[src/verilog/inv_exec_map.svh]
`ifndef INV_EXEC_MAP_SVH
`define INV_EXEC_MAP_SVH

// register byte offsets
`define REG_CPL_STATUS 12'h000
`define REG_EVT_CTRL 12'h004
`define REG_CAPABILITY 12'h008
`define REG_EXEC_STATUS 12'h00c

// register fields and reset values
`define WC_BIT 0
`define MASK_BIT 31
`define PEND_BIT 30
`define BADTYPE_BIT 8
`define MASK_RESET 1'b1

// descriptor type codes
`define DT_TC 4'h2
`define DT_EP 4'h3
`define DT_IEC 4'h4
`define DT_WAIT 4'h5

// descriptor fields
`define D_TYPE_HI 3
`define D_TYPE_LO 0
`define TC_GRAN_HI 5
`define TC_GRAN_LO 4
`define TC_DW 6
`define TC_DR 7
`define TC_DID_HI 31
`define TC_DID_LO 16
`define TC_AM_HI 69
`define TC_AM_LO 64
`define TC_IH 70
`define D_PAGE_HI 127
`define D_PAGE_LO 76
`define EP_HINT_HI 20
`define EP_HINT_LO 16
`define EP_RID_HI 47
`define EP_RID_LO 32
`define EP_SIZE 64
`define IEC_GRAN 4
`define IEC_IM_HI 31
`define IEC_IM_LO 27
`define IEC_IDX_HI 47
`define IEC_IDX_LO 32
`define WT_IF 4
`define WT_SW 5
`define WT_FN 6
`define WT_DATA_HI 63
`define WT_DATA_LO 32
`define WT_ADDR_HI 127
`define WT_ADDR_LO 66

// translation-cache granularity codes
`define GRAN_GLOBAL 2'h1
`define GRAN_DOMAIN 2'h2
`define GRAN_PAGE 2'h3

// endpoint limit when the hint is zero
`define EP_MAX_PEND 6'h20

`endif

[src/verilog/inv_exec_pkg.sv]
`default_nettype none
package inv_exec_pkg;

  typedef enum logic [7:0] {
    ST_IDLE   = 8'h01,
    ST_WBF    = 8'h02,
    ST_TC     = 8'h04,
    ST_EP     = 8'h08,
    ST_IEC    = 8'h10,
    ST_IDRAIN = 8'h20,
    ST_WAIT   = 8'h40,
    ST_SWRITE = 8'h80
  } exec_state_t;

  typedef struct packed {
    logic [1:0]  gran;
    logic [15:0] domain;
    logic [51:0] page;
    logic [5:0]  page_count_mask;
    logic        directory_keep_hint;
  } tc_req_t;

  typedef struct packed {
    logic [15:0] requester_identifier;
    logic [51:0] page;
    logic        size;
  } ep_req_t;

  typedef struct packed {
    logic        global_inv;
    logic [15:0] interrupt_entry_index;
    logic [4:0]  index_mask;
  } iec_req_t;

  typedef struct packed {
    logic [61:0] addr;
    logic [31:0] data;
  } status_wr_t;

endpackage
`default_nettype wire

[src/verilog/invalidation_descriptor_executor.sv]
`include "inv_exec_map.svh"
`default_nettype none
module invalidation_descriptor_executor
  import inv_exec_pkg::*;
#(
  parameter bit WRITE_BUFFER_FLUSH_REQUIRED = 1'b1
) (
  // clock and reset
  input wire logic pclk,
  input wire logic presetn,
  // apb slave
  input wire logic [11:0] paddr,
  input wire logic psel,
  input wire logic penable,
  input wire logic pwrite,
  input wire logic [31:0] pwdata,
  output logic [31:0] prdata,
  output logic pready,
  output logic pslverr,
  // descriptor stream from the queue fetcher
  input wire logic dsc_valid,
  input wire logic [127:0] dsc_data,
  output logic dsc_ready,
  // write buffer flush
  output logic wbf_req,
  input wire logic wbf_ack,
  // translation cache invalidation
  output logic tc_inv_req,
  output tc_req_t tc_inv,
  input wire logic tc_inv_ack,
  // dma draining
  output logic drain_rd_req,
  output logic drain_wr_req,
  input wire logic drain_ack,
  // endpoint translation cache invalidation
  output logic ep_inv_req,
  output ep_req_t ep_inv,
  input wire logic ep_inv_ack,
  input wire logic ep_inv_cpl,
  // interrupt entry cache invalidation and interrupt draining
  output logic iec_inv_req,
  output iec_req_t iec_inv,
  input wire logic iec_inv_ack,
  output logic int_drain_req,
  input wire logic int_drain_ack,
  // wait completion status write and event
  output logic status_wr_req,
  output status_wr_t status_wr,
  input wire logic status_wr_ack,
  output logic cpl_event
);

  // ---------------------------------------------------------------
  // state
  // ---------------------------------------------------------------
  exec_state_t state_ff, nxt_state;
  logic [127:0] dsc_ff;
  logic [5:0] ep_pend_ff, nxt_ep_pend;
  logic drain_rd_pend_ff, drain_wr_pend_ff;
  logic wait_complete_flag_ff, nxt_wait_complete_flag;
  logic interrupt_pending_bit_ff, nxt_interrupt_pending_bit;
  logic completion_interrupt_mask_ff, nxt_completion_interrupt_mask;
  logic bad_type_ff, nxt_bad_type;
  logic cpl_event_ff, nxt_cpl_event;

  // ---------------------------------------------------------------
  // descriptor decode
  // ---------------------------------------------------------------
  wire logic [3:0] in_type = dsc_data[`D_TYPE_HI:`D_TYPE_LO];
  wire logic [3:0] cur_type = dsc_ff[`D_TYPE_HI:`D_TYPE_LO];
  wire logic take = dsc_valid && dsc_ready;
  wire logic in_tc = (in_type == `DT_TC);
  wire logic in_ep = (in_type == `DT_EP);
  wire logic in_iec = (in_type == `DT_IEC);
  wire logic in_wait = (in_type == `DT_WAIT);
  wire logic in_bad = !(in_tc || in_ep || in_iec || in_wait);
  wire logic cur_is_tc = (cur_type == `DT_TC);

  // translation cache request: unused fields forced to zero per granularity
  wire logic [1:0] tc_gran_raw = dsc_ff[`TC_GRAN_HI:`TC_GRAN_LO];
  // an unknown code falls back to global, which is always coarse enough
  wire logic [1:0] tc_gran = (tc_gran_raw == `GRAN_DOMAIN || tc_gran_raw == `GRAN_PAGE) ?
                              tc_gran_raw : `GRAN_GLOBAL;
  wire logic tc_is_page = (tc_gran == `GRAN_PAGE);
  wire logic tc_is_global = (tc_gran == `GRAN_GLOBAL);

  assign tc_inv.gran = tc_gran;
  assign tc_inv.domain = tc_is_global ? 16'h0000 : dsc_ff[`TC_DID_HI:`TC_DID_LO];
  assign tc_inv.page = tc_is_page ? dsc_ff[`D_PAGE_HI:`D_PAGE_LO] : 52'h0;
  assign tc_inv.page_count_mask = tc_is_page ? dsc_ff[`TC_AM_HI:`TC_AM_LO] : 6'h00;
  assign tc_inv.directory_keep_hint = tc_is_page && dsc_ff[`TC_IH];

  // endpoint request: the endpoint decodes the range from the lowest zero bit
  assign ep_inv.requester_identifier = dsc_ff[`EP_RID_HI:`EP_RID_LO];
  assign ep_inv.page = dsc_ff[`D_PAGE_HI:`D_PAGE_LO];
  assign ep_inv.size = dsc_ff[`EP_SIZE];

  wire logic [4:0] pending_limit_hint = dsc_ff[`EP_HINT_HI:`EP_HINT_LO];
  wire logic [5:0] ep_limit = (pending_limit_hint == 5'h00) ? `EP_MAX_PEND :
                              {1'b0, pending_limit_hint};
  wire logic ep_room = (ep_pend_ff < ep_limit);

  // interrupt entry cache request
  assign iec_inv.global_inv = !dsc_ff[`IEC_GRAN];
  assign iec_inv.interrupt_entry_index = dsc_ff[`IEC_IDX_HI:`IEC_IDX_LO];
  // the cache ignores the low index_mask bits of the index
  assign iec_inv.index_mask = dsc_ff[`IEC_GRAN] ? dsc_ff[`IEC_IM_HI:`IEC_IM_LO] : 5'h00;

  // wait descriptor
  wire logic wt_if = dsc_ff[`WT_IF];
  wire logic status_write_enable = dsc_ff[`WT_SW];
  wire logic fence_flag = dsc_ff[`WT_FN];
  assign status_wr.addr = status_write_enable ? dsc_ff[`WT_ADDR_HI:`WT_ADDR_LO] : 62'h0;
  assign status_wr.data = status_write_enable ? dsc_ff[`WT_DATA_HI:`WT_DATA_LO] : 32'h0;

  // ---------------------------------------------------------------
  // handshakes
  // ---------------------------------------------------------------
  // one descriptor at a time: the fence is always honoured, and a wait with
  // the fence clear is simply not overlapped, trading speed for simplicity
  assign dsc_ready = (state_ff == ST_IDLE);
  assign wbf_req = (state_ff == ST_WBF);
  assign tc_inv_req = (state_ff == ST_TC);
  assign ep_inv_req = (state_ff == ST_EP) && ep_room;
  assign iec_inv_req = (state_ff == ST_IEC);
  assign int_drain_req = (state_ff == ST_IDRAIN);
  assign status_wr_req = (state_ff == ST_SWRITE);

  // a wait finishes only once every endpoint request has returned
  wire logic ep_idle = (ep_pend_ff == 6'h00);
  wire logic in_wait_st = (state_ff == ST_WAIT);
  assign drain_rd_req = in_wait_st && ep_idle && drain_rd_pend_ff;
  assign drain_wr_req = in_wait_st && ep_idle && drain_wr_pend_ff;
  wire logic drains_busy = drain_rd_pend_ff || drain_wr_pend_ff;
  wire logic wait_ready = in_wait_st && ep_idle && !drains_busy;

  wire logic ep_issue = ep_inv_req && ep_inv_ack;
  wire logic wait_done = (wait_ready && !status_write_enable) ||
                         ((state_ff == ST_SWRITE) && status_wr_ack);

  // ---------------------------------------------------------------
  // sequencer
  // ---------------------------------------------------------------
  always_comb begin
    nxt_state = state_ff;
    case (state_ff)
      ST_IDLE: begin
        if (take && (in_tc || in_iec)) begin
          nxt_state = WRITE_BUFFER_FLUSH_REQUIRED ? ST_WBF : (in_tc ? ST_TC : ST_IEC);
        end else if (take && in_ep) begin
          nxt_state = ST_EP;
        end else if (take && in_wait) begin
          nxt_state = ST_WAIT;
        end
      end
      ST_WBF: begin
        if (wbf_ack) begin
          nxt_state = cur_is_tc ? ST_TC : ST_IEC;
        end
      end
      ST_TC: begin
        if (tc_inv_ack) begin
          nxt_state = ST_IDLE;
        end
      end
      ST_EP: begin
        if (ep_issue) begin
          nxt_state = ST_IDLE;
        end
      end
      ST_IEC: begin
        if (iec_inv_ack) begin
          nxt_state = ST_IDRAIN;
        end
      end
      ST_IDRAIN: begin
        if (int_drain_ack) begin
          nxt_state = ST_IDLE;
        end
      end
      ST_WAIT: begin
        if (wait_ready) begin
          nxt_state = status_write_enable ? ST_SWRITE : ST_IDLE;
        end
      end
      ST_SWRITE: begin
        if (status_wr_ack) begin
          nxt_state = ST_IDLE;
        end
      end
      default: begin
        nxt_state = ST_IDLE;
      end
    endcase
  end

  // endpoint requests in flight
  always_comb begin
    nxt_ep_pend = ep_pend_ff;
    if (ep_issue && !ep_inv_cpl) begin
      nxt_ep_pend = ep_pend_ff + 6'h01;
    end else if (!ep_issue && ep_inv_cpl && !ep_idle) begin
      nxt_ep_pend = ep_pend_ff - 6'h01;
    end
  end

  // drain requests collected since the previous wait
  wire logic tc_done = tc_inv_req && tc_inv_ack;
  wire logic drain_fin = (drain_rd_req || drain_wr_req) && drain_ack;
  wire logic nxt_drain_rd = (drain_rd_pend_ff && !drain_fin) || (tc_done && dsc_ff[`TC_DR]);
  wire logic nxt_drain_wr = (drain_wr_pend_ff && !drain_fin) || (tc_done && dsc_ff[`TC_DW]);

  // ---------------------------------------------------------------
  // apb slave
  // ---------------------------------------------------------------
  wire logic sel_cpl = (paddr == `REG_CPL_STATUS);
  wire logic sel_ctrl = (paddr == `REG_EVT_CTRL);
  wire logic sel_cap = (paddr == `REG_CAPABILITY);
  wire logic sel_exec = (paddr == `REG_EXEC_STATUS);
  wire logic mapped = sel_cpl || sel_ctrl || sel_cap || sel_exec;
  // reads wait behind an open status write so they push it out first
  assign pready = (state_ff != ST_SWRITE);
  assign pslverr = psel && penable && !mapped;
  wire logic acc = psel && penable && pready && mapped;
  wire logic wr_cpl = acc && pwrite && sel_cpl;
  wire logic wr_ctrl = acc && pwrite && sel_ctrl;
  wire logic wr_exec = acc && pwrite && sel_exec;

  always_comb begin
    prdata = 32'h0;
    if (sel_cpl) begin
      prdata[`WC_BIT] = wait_complete_flag_ff;
    end else if (sel_ctrl) begin
      prdata[`MASK_BIT] = completion_interrupt_mask_ff;
      prdata[`PEND_BIT] = interrupt_pending_bit_ff;
    end else if (sel_cap) begin
      prdata[0] = WRITE_BUFFER_FLUSH_REQUIRED;
    end else if (sel_exec) begin
      prdata[5:0] = ep_pend_ff;
      prdata[7] = (state_ff != ST_IDLE);
      prdata[`BADTYPE_BIT] = bad_type_ff;
      prdata[9] = drain_rd_pend_ff;
      prdata[10] = drain_wr_pend_ff;
    end
  end

  // ---------------------------------------------------------------
  // completion event logic
  // ---------------------------------------------------------------
  wire logic set_wc = wait_done && wt_if;
  wire logic clr_wc = wr_cpl && pwdata[`WC_BIT];
  wire logic fresh_wc = set_wc && !wait_complete_flag_ff;
  wire logic unmask = wr_ctrl && !pwdata[`MASK_BIT] && completion_interrupt_mask_ff;

  always_comb begin
    nxt_wait_complete_flag = set_wc || (wait_complete_flag_ff && !clr_wc);
    nxt_completion_interrupt_mask = wr_ctrl ? pwdata[`MASK_BIT] : completion_interrupt_mask_ff;
    nxt_interrupt_pending_bit = interrupt_pending_bit_ff;
    nxt_cpl_event = 1'b0;
    if (fresh_wc) begin
      if (nxt_completion_interrupt_mask) begin
        nxt_interrupt_pending_bit = 1'b1;
      end else begin
        nxt_cpl_event = 1'b1;
        nxt_interrupt_pending_bit = 1'b0;
      end
    end else if (interrupt_pending_bit_ff && unmask) begin
      nxt_cpl_event = 1'b1;
      nxt_interrupt_pending_bit = 1'b0;
    end else if (interrupt_pending_bit_ff && clr_wc) begin
      nxt_interrupt_pending_bit = 1'b0;
    end
  end

  assign nxt_bad_type = (take && in_bad) || (bad_type_ff && !(wr_exec && pwdata[`BADTYPE_BIT]));
  // events go out on the wire directly, never through the remapping tables
  assign cpl_event = cpl_event_ff;

  // ---------------------------------------------------------------
  // flops
  // ---------------------------------------------------------------
  always_ff @(posedge pclk or negedge presetn) begin
    if (!presetn) begin
      state_ff <= ST_IDLE;
      ep_pend_ff <= 6'h00;
      drain_rd_pend_ff <= 1'b0;
      drain_wr_pend_ff <= 1'b0;
      bad_type_ff <= 1'b0;
    end else begin
      state_ff <= nxt_state;
      ep_pend_ff <= nxt_ep_pend;
      drain_rd_pend_ff <= nxt_drain_rd;
      drain_wr_pend_ff <= nxt_drain_wr;
      bad_type_ff <= nxt_bad_type;
    end
  end

  // the full 128-bit descriptor is held while its handler runs
  always_ff @(posedge pclk or negedge presetn) begin
    if (!presetn) begin
      dsc_ff <= 128'h0;
    end else if (take) begin
      dsc_ff <= dsc_data;
    end
  end

  always_ff @(posedge pclk or negedge presetn) begin
    if (!presetn) begin
      wait_complete_flag_ff <= 1'b0;
      interrupt_pending_bit_ff <= 1'b0;
      completion_interrupt_mask_ff <= `MASK_RESET;
      cpl_event_ff <= 1'b0;
    end else begin
      wait_complete_flag_ff <= nxt_wait_complete_flag;
      interrupt_pending_bit_ff <= nxt_interrupt_pending_bit;
      completion_interrupt_mask_ff <= nxt_completion_interrupt_mask;
      cpl_event_ff <= nxt_cpl_event;
    end
  end

endmodule
`default_nettype wire

[config.mk]
export PLATFORM = sky130hd
export DESIGN_NAME = invalidation_descriptor_executor
export DESIGN_NICKNAME = d
export VERILOG_FILES = /design/src/verilog/inv_exec_pkg.sv /design/src/verilog/invalidation_descriptor_executor.sv
export VERILOG_INCLUDE_DIRS = /design/src /design/src/verilog
export SDC_FILE = /design/constraint.sdc
export NUM_CORES = 1
export LEC_CHECK = 0
export BUFFER_PORTS_ARGS = -buffer_cell sky130_fd_sc_hd__buf_2
export CAP_MARGIN = 30
export CORE_AREA = 2 2 191 193
export CTS_CLUSTER_DIAMETER = 30
export DETAILED_ROUTE_END_ITERATION = 8
export DIE_AREA = 0 0 193 195
export PLACE_DENSITY_LB_ADDON = 0.2
export SLEW_MARGIN = 20
export SYNTH_ARGS = -nofsm -noshare
export SYNTH_HDL_FRONTEND = slang
export SYNTH_SLANG_ARGS = --single-unit
[constraint.sdc]
create_clock -name pclk -period 3.4 [get_ports pclk]
set_clock_uncertainty 0.05 [all_clocks]
set_input_delay 0.17 -clock pclk [delete_from_list [all_inputs] [get_ports pclk]]
set_output_delay 0.17 -clock pclk [all_outputs]
set_load 0.005 [all_outputs]
==> flow_summary.json <==
{
  "postSynthAreaPerCell_sq_um": 10.8,
  "rr_worst_depth": 10,
  "clock_latency_ps": 440,
  "drc": 0,
  "die_w_um": 193,
  "worst-path-max-fanout": 5,
  "leakage_nw": 6.17,
  "grt_max_degree": 100,
  "p_per_area_mw_per_mm2": 804,
  "cpPeakStageDelay_ps": 580,
  "cts-root-buf": "clkbuf_16",
  "fillCellCount": 3649,
  "cp-startpoint": "state_ff[2]",
  "track_usage_pct": 13.6,
  "hold_ws_ps": 47.9,
  "grt.overflow.total": 0,
  "finalNetCount": 1401,
  "synth_warnings": 0,
  "netlist.area_leader.share_pct": 43.1,
  "clock.fmax_mhz": 319,
  "rr_endpoint": "ep_pend_ff[4]",
  "routedWlPerCell_um": 15.4,
  "slew_headroom_pct": 39.1,
  "grt_pass1_wl_um": 39500,
  "min_to": "drain_wr_pend_ff",
  "period_minus_slack_ps": 3140,
  "io_pins": 492,
  "clkSlewWorstSetupHoldPaths_ps": 60,
  "cp-start-kind": "flip-flop",
  "crit_buf_inv": 1,
  "finalNonFillerCells": 1679,
  "cp_top_family": "simple AND/OR/NAND/NOR gates",
  "htreeDepth": 4,
  "yosys.area.top_type": "dfrtp_1",
  "setup_tns_ps": 0,
  "drtIter0Drc": 157,
  "placementRows": 69,
  "finalCritPeriodShare_pct": 92.3,
  "cp.required_ps": 3670,
  "synth_cell_types": 67,
  "finalMaxSlewViolations": 0,
  "core_sq_mm": 0.0354,
  "synth-main-ff-cell": "dfrtp_1",
  "ys_seq_area_share_pct": 43.7,
  "grt_pass1_vias": 7229,
  "numCtsBuffers": 17,
  "syn_area_sq_mm": 0.00808,
  "drv_cap": 0,
  "reg2reg_from": "state_ff[2]",
  "synth_edf_count": 0,
  "dp.cells": 1519,
  "ant_nets": 0,
  "synth_async_sr_flop_share_pct": 100,
  "dieHeight_um": 195,
  "die_area_sq_mm": 0.0376,
  "slowest_stage": "or4_4",
  "setup_viol": 0,
  "synth_cells": 746,
  "globalplace.congestion": 0.761,
  "cts_max_path_buffers": 2,
  "vias_per_cell": 4.22,
  "min_path_type": "primary input to flip-flop",
  "dp_hpwl_um": 18900,
  "io_buffers": 434,
  "rsz0062_at_grt": "false",
  "synthToLayoutAreaGrowth_pct": 47.4,
  "synth-seq-cells": 141,
  "vdd_drop_max_uv": 665,
  "antenna_cells": 0,
  "worstPathCellList": "or4_4, or3_1, nor2b_1, nand4_1, buf_4, fa_1, a21o_1, a21oi_1, xnor2_1, mux2_1",
  "critPathArrivalTime_ps": 3400,
  "endpoint_kind": "flip-flop",
  "cts_tree": "yes",
  "min_from": "drain_ack",
  "p_total_mw": 9.57,
  "wl_um": 25800,
  "min_path_cells": 3,
  "antenna_found_initial": 0,
  "worstSetupPathType": "flip-flop to flip-flop",
  "firstDrtPassIters": 4,
  "r2r_slack_ps": 260,
  "start_util_pct": 22.8,
  "clock_sinks": 141,
  "status": "complete, no violations",
  "yosys-top-cells-area": "dfrtp_1, mux2_1, buf_4",
  "drive_gt1_share_pct": 44.7,
  "hold_viol_final": 0,
  "route.vias.total": 7088,
  "worst_pin_slew_ps": 914
}
[report_power, final]
group	leakage (nW)	internal [mW]	switching (mW)
combinational	4.22	2.46	1.91
sequential	1.67	2.47	0.903
clock	0.275	1.04	0.776
[sequential cells by signal (all words and copies together), names as in the netlist]
register and flops:
wait_complete_flag_ff 1, cpl_event 1, dsc_ff 120, completion_interrupt_mask_ff 1, drain_wr_pend_ff 1, ep_pend_ff 6, drain_rd_pend_ff 1, interrupt_pending_bit_ff 1
state_ff 8, bad_type_ff 1
[per-layer routing]
metal  up-vias  share of wire (%)  global-route usage, %
met3        27                8.0                   5.16
met5         -                  0                      0
met2       286                 51                   24.4
li1       3349                  -                      -
met1      3426                 40                   14.9
met4         0                1.4                   3.93
[what timing repair did]
action | 4_1_cts | 5_1_grt
gates resized for setup | 0 | 1
setup endpoints to repair | 0 | 2
hold buffers | 127 | 0
buffers inserted | 0 | 1
endpoints found under the hold margin | 208 | 0
[cells in the mapped netlist, types with 2 or more instances]
master / count
dfrtp_1: 139
and2_1: 123
buf_4: 105
mux2_1: 72
and3_1: 69
mux2_2: 52
clkbuf_1: 41
nor2_1: 17
ha_1: 9
inv_1: 9
nand2_1: 7
nand2b_1: 6
nand4_1: 6
nor2b_1: 5
nor3_1: 5
a21oi_1: 4
nand3_1: 4
o21ai_0: 4
xnor2_1: 4
a21o_1: 3
a32o_1: 3
nor4_1: 3
o32ai_1: 3
or2_2: 3
a22o_1: 2
dfstp_2: 2
nand3b_1: 2
nor3b_1: 2
or3_1: 2
or4_4: 2
xor2_1: 2
[cell type report]
type / instances / area, sq um / share of cell area [%]
multi-input cells: 466 / 3630 / 30.5
repair buffers: 569 / 3550 / 29.8
clock buffers: 19 / 453 / 3.81
well taps: 461 / 577 / 4.85
inverters: 10 / 37.5 / 0.315
flip-flops and latches: 141 / 3540 / 29.7
clock inverters: 13 / 116 / 0.978
[cells by family (layout without fill, tap and decap cells)]
kind of cell	count (synthesis)	count (layout)	synth area share [%]
flip-flops	141	141	43.7
adder cells (fa/ha/maj)	10	10	1.64
AND/OR/NAND/NOR	266	266	20.3
AO/OA/AOI/OAI	38	38	3.70
multiplexers	126	126	17.6
other	1	20	0.0464
buffers and inverters	158	611	12.3
XOR/XNOR	6	6	0.651
[metrics by stage]
step / worst slack (ps) / utilization (%) / area [sq um]
final: 262 / 33.6 / 11900
after global routing: 119 / 33.6 / 11900
after CTS: 194 / 33.6 / 11900
after detailed placement: 220 / 28.4 / 10000
after global placement: 211 / 28.4 / 10000
after floorplan: 470 / - / 8150
[placed cells by master, fill, tap and decap left out, types with 5 or more instances in the layout]
master and n:
and2_1 123, and3_1 69, mux2_2 52, ha_1 8, conb_1 20, nor2b_1 5, clkbuf_16 17, nor3_1 5
buf_4 5, nand2_1 7, mux2_1 72, dfrtp_1 137, dlygate4sd3_1 127, nand2b_1 6, buf_2 433, nand4_1 6
inv_1 9, nor2_1 17
[worst max path at each step]
stage	endpoint	slack, ps	cells after the start
2_1_floorplan	ep_pend_ff[4]	470	9
3_3_place_gp	ep_pend_ff[4]	210	9
3_5_place_dp	ep_pend_ff[5]	220	10
4_1_cts	ep_pend_ff[5]	190	10
5_1_grt	ep_pend_ff[4]	120	10
6_report	ep_pend_ff[4]	260	10
[worst register-to-register path, delay by kind of cell (launching register included)]
| kind | cells | cell delay, ps |
|---|---|---|
| AND/OR/NAND/NOR | 4 | 1260 |
| flip-flops | 1 | 400 |
| adder cells (fa/ha/maj) | 1 | 400 |
| AO/OA/AOI/OAI | 2 | 350 |
| multiplexers | 1 | 290 |
| buffers and inverters | 1 | 190 |
| XOR/XNOR | 1 | 90 |
Note: power is estimated with default switching activity, not from simulation.
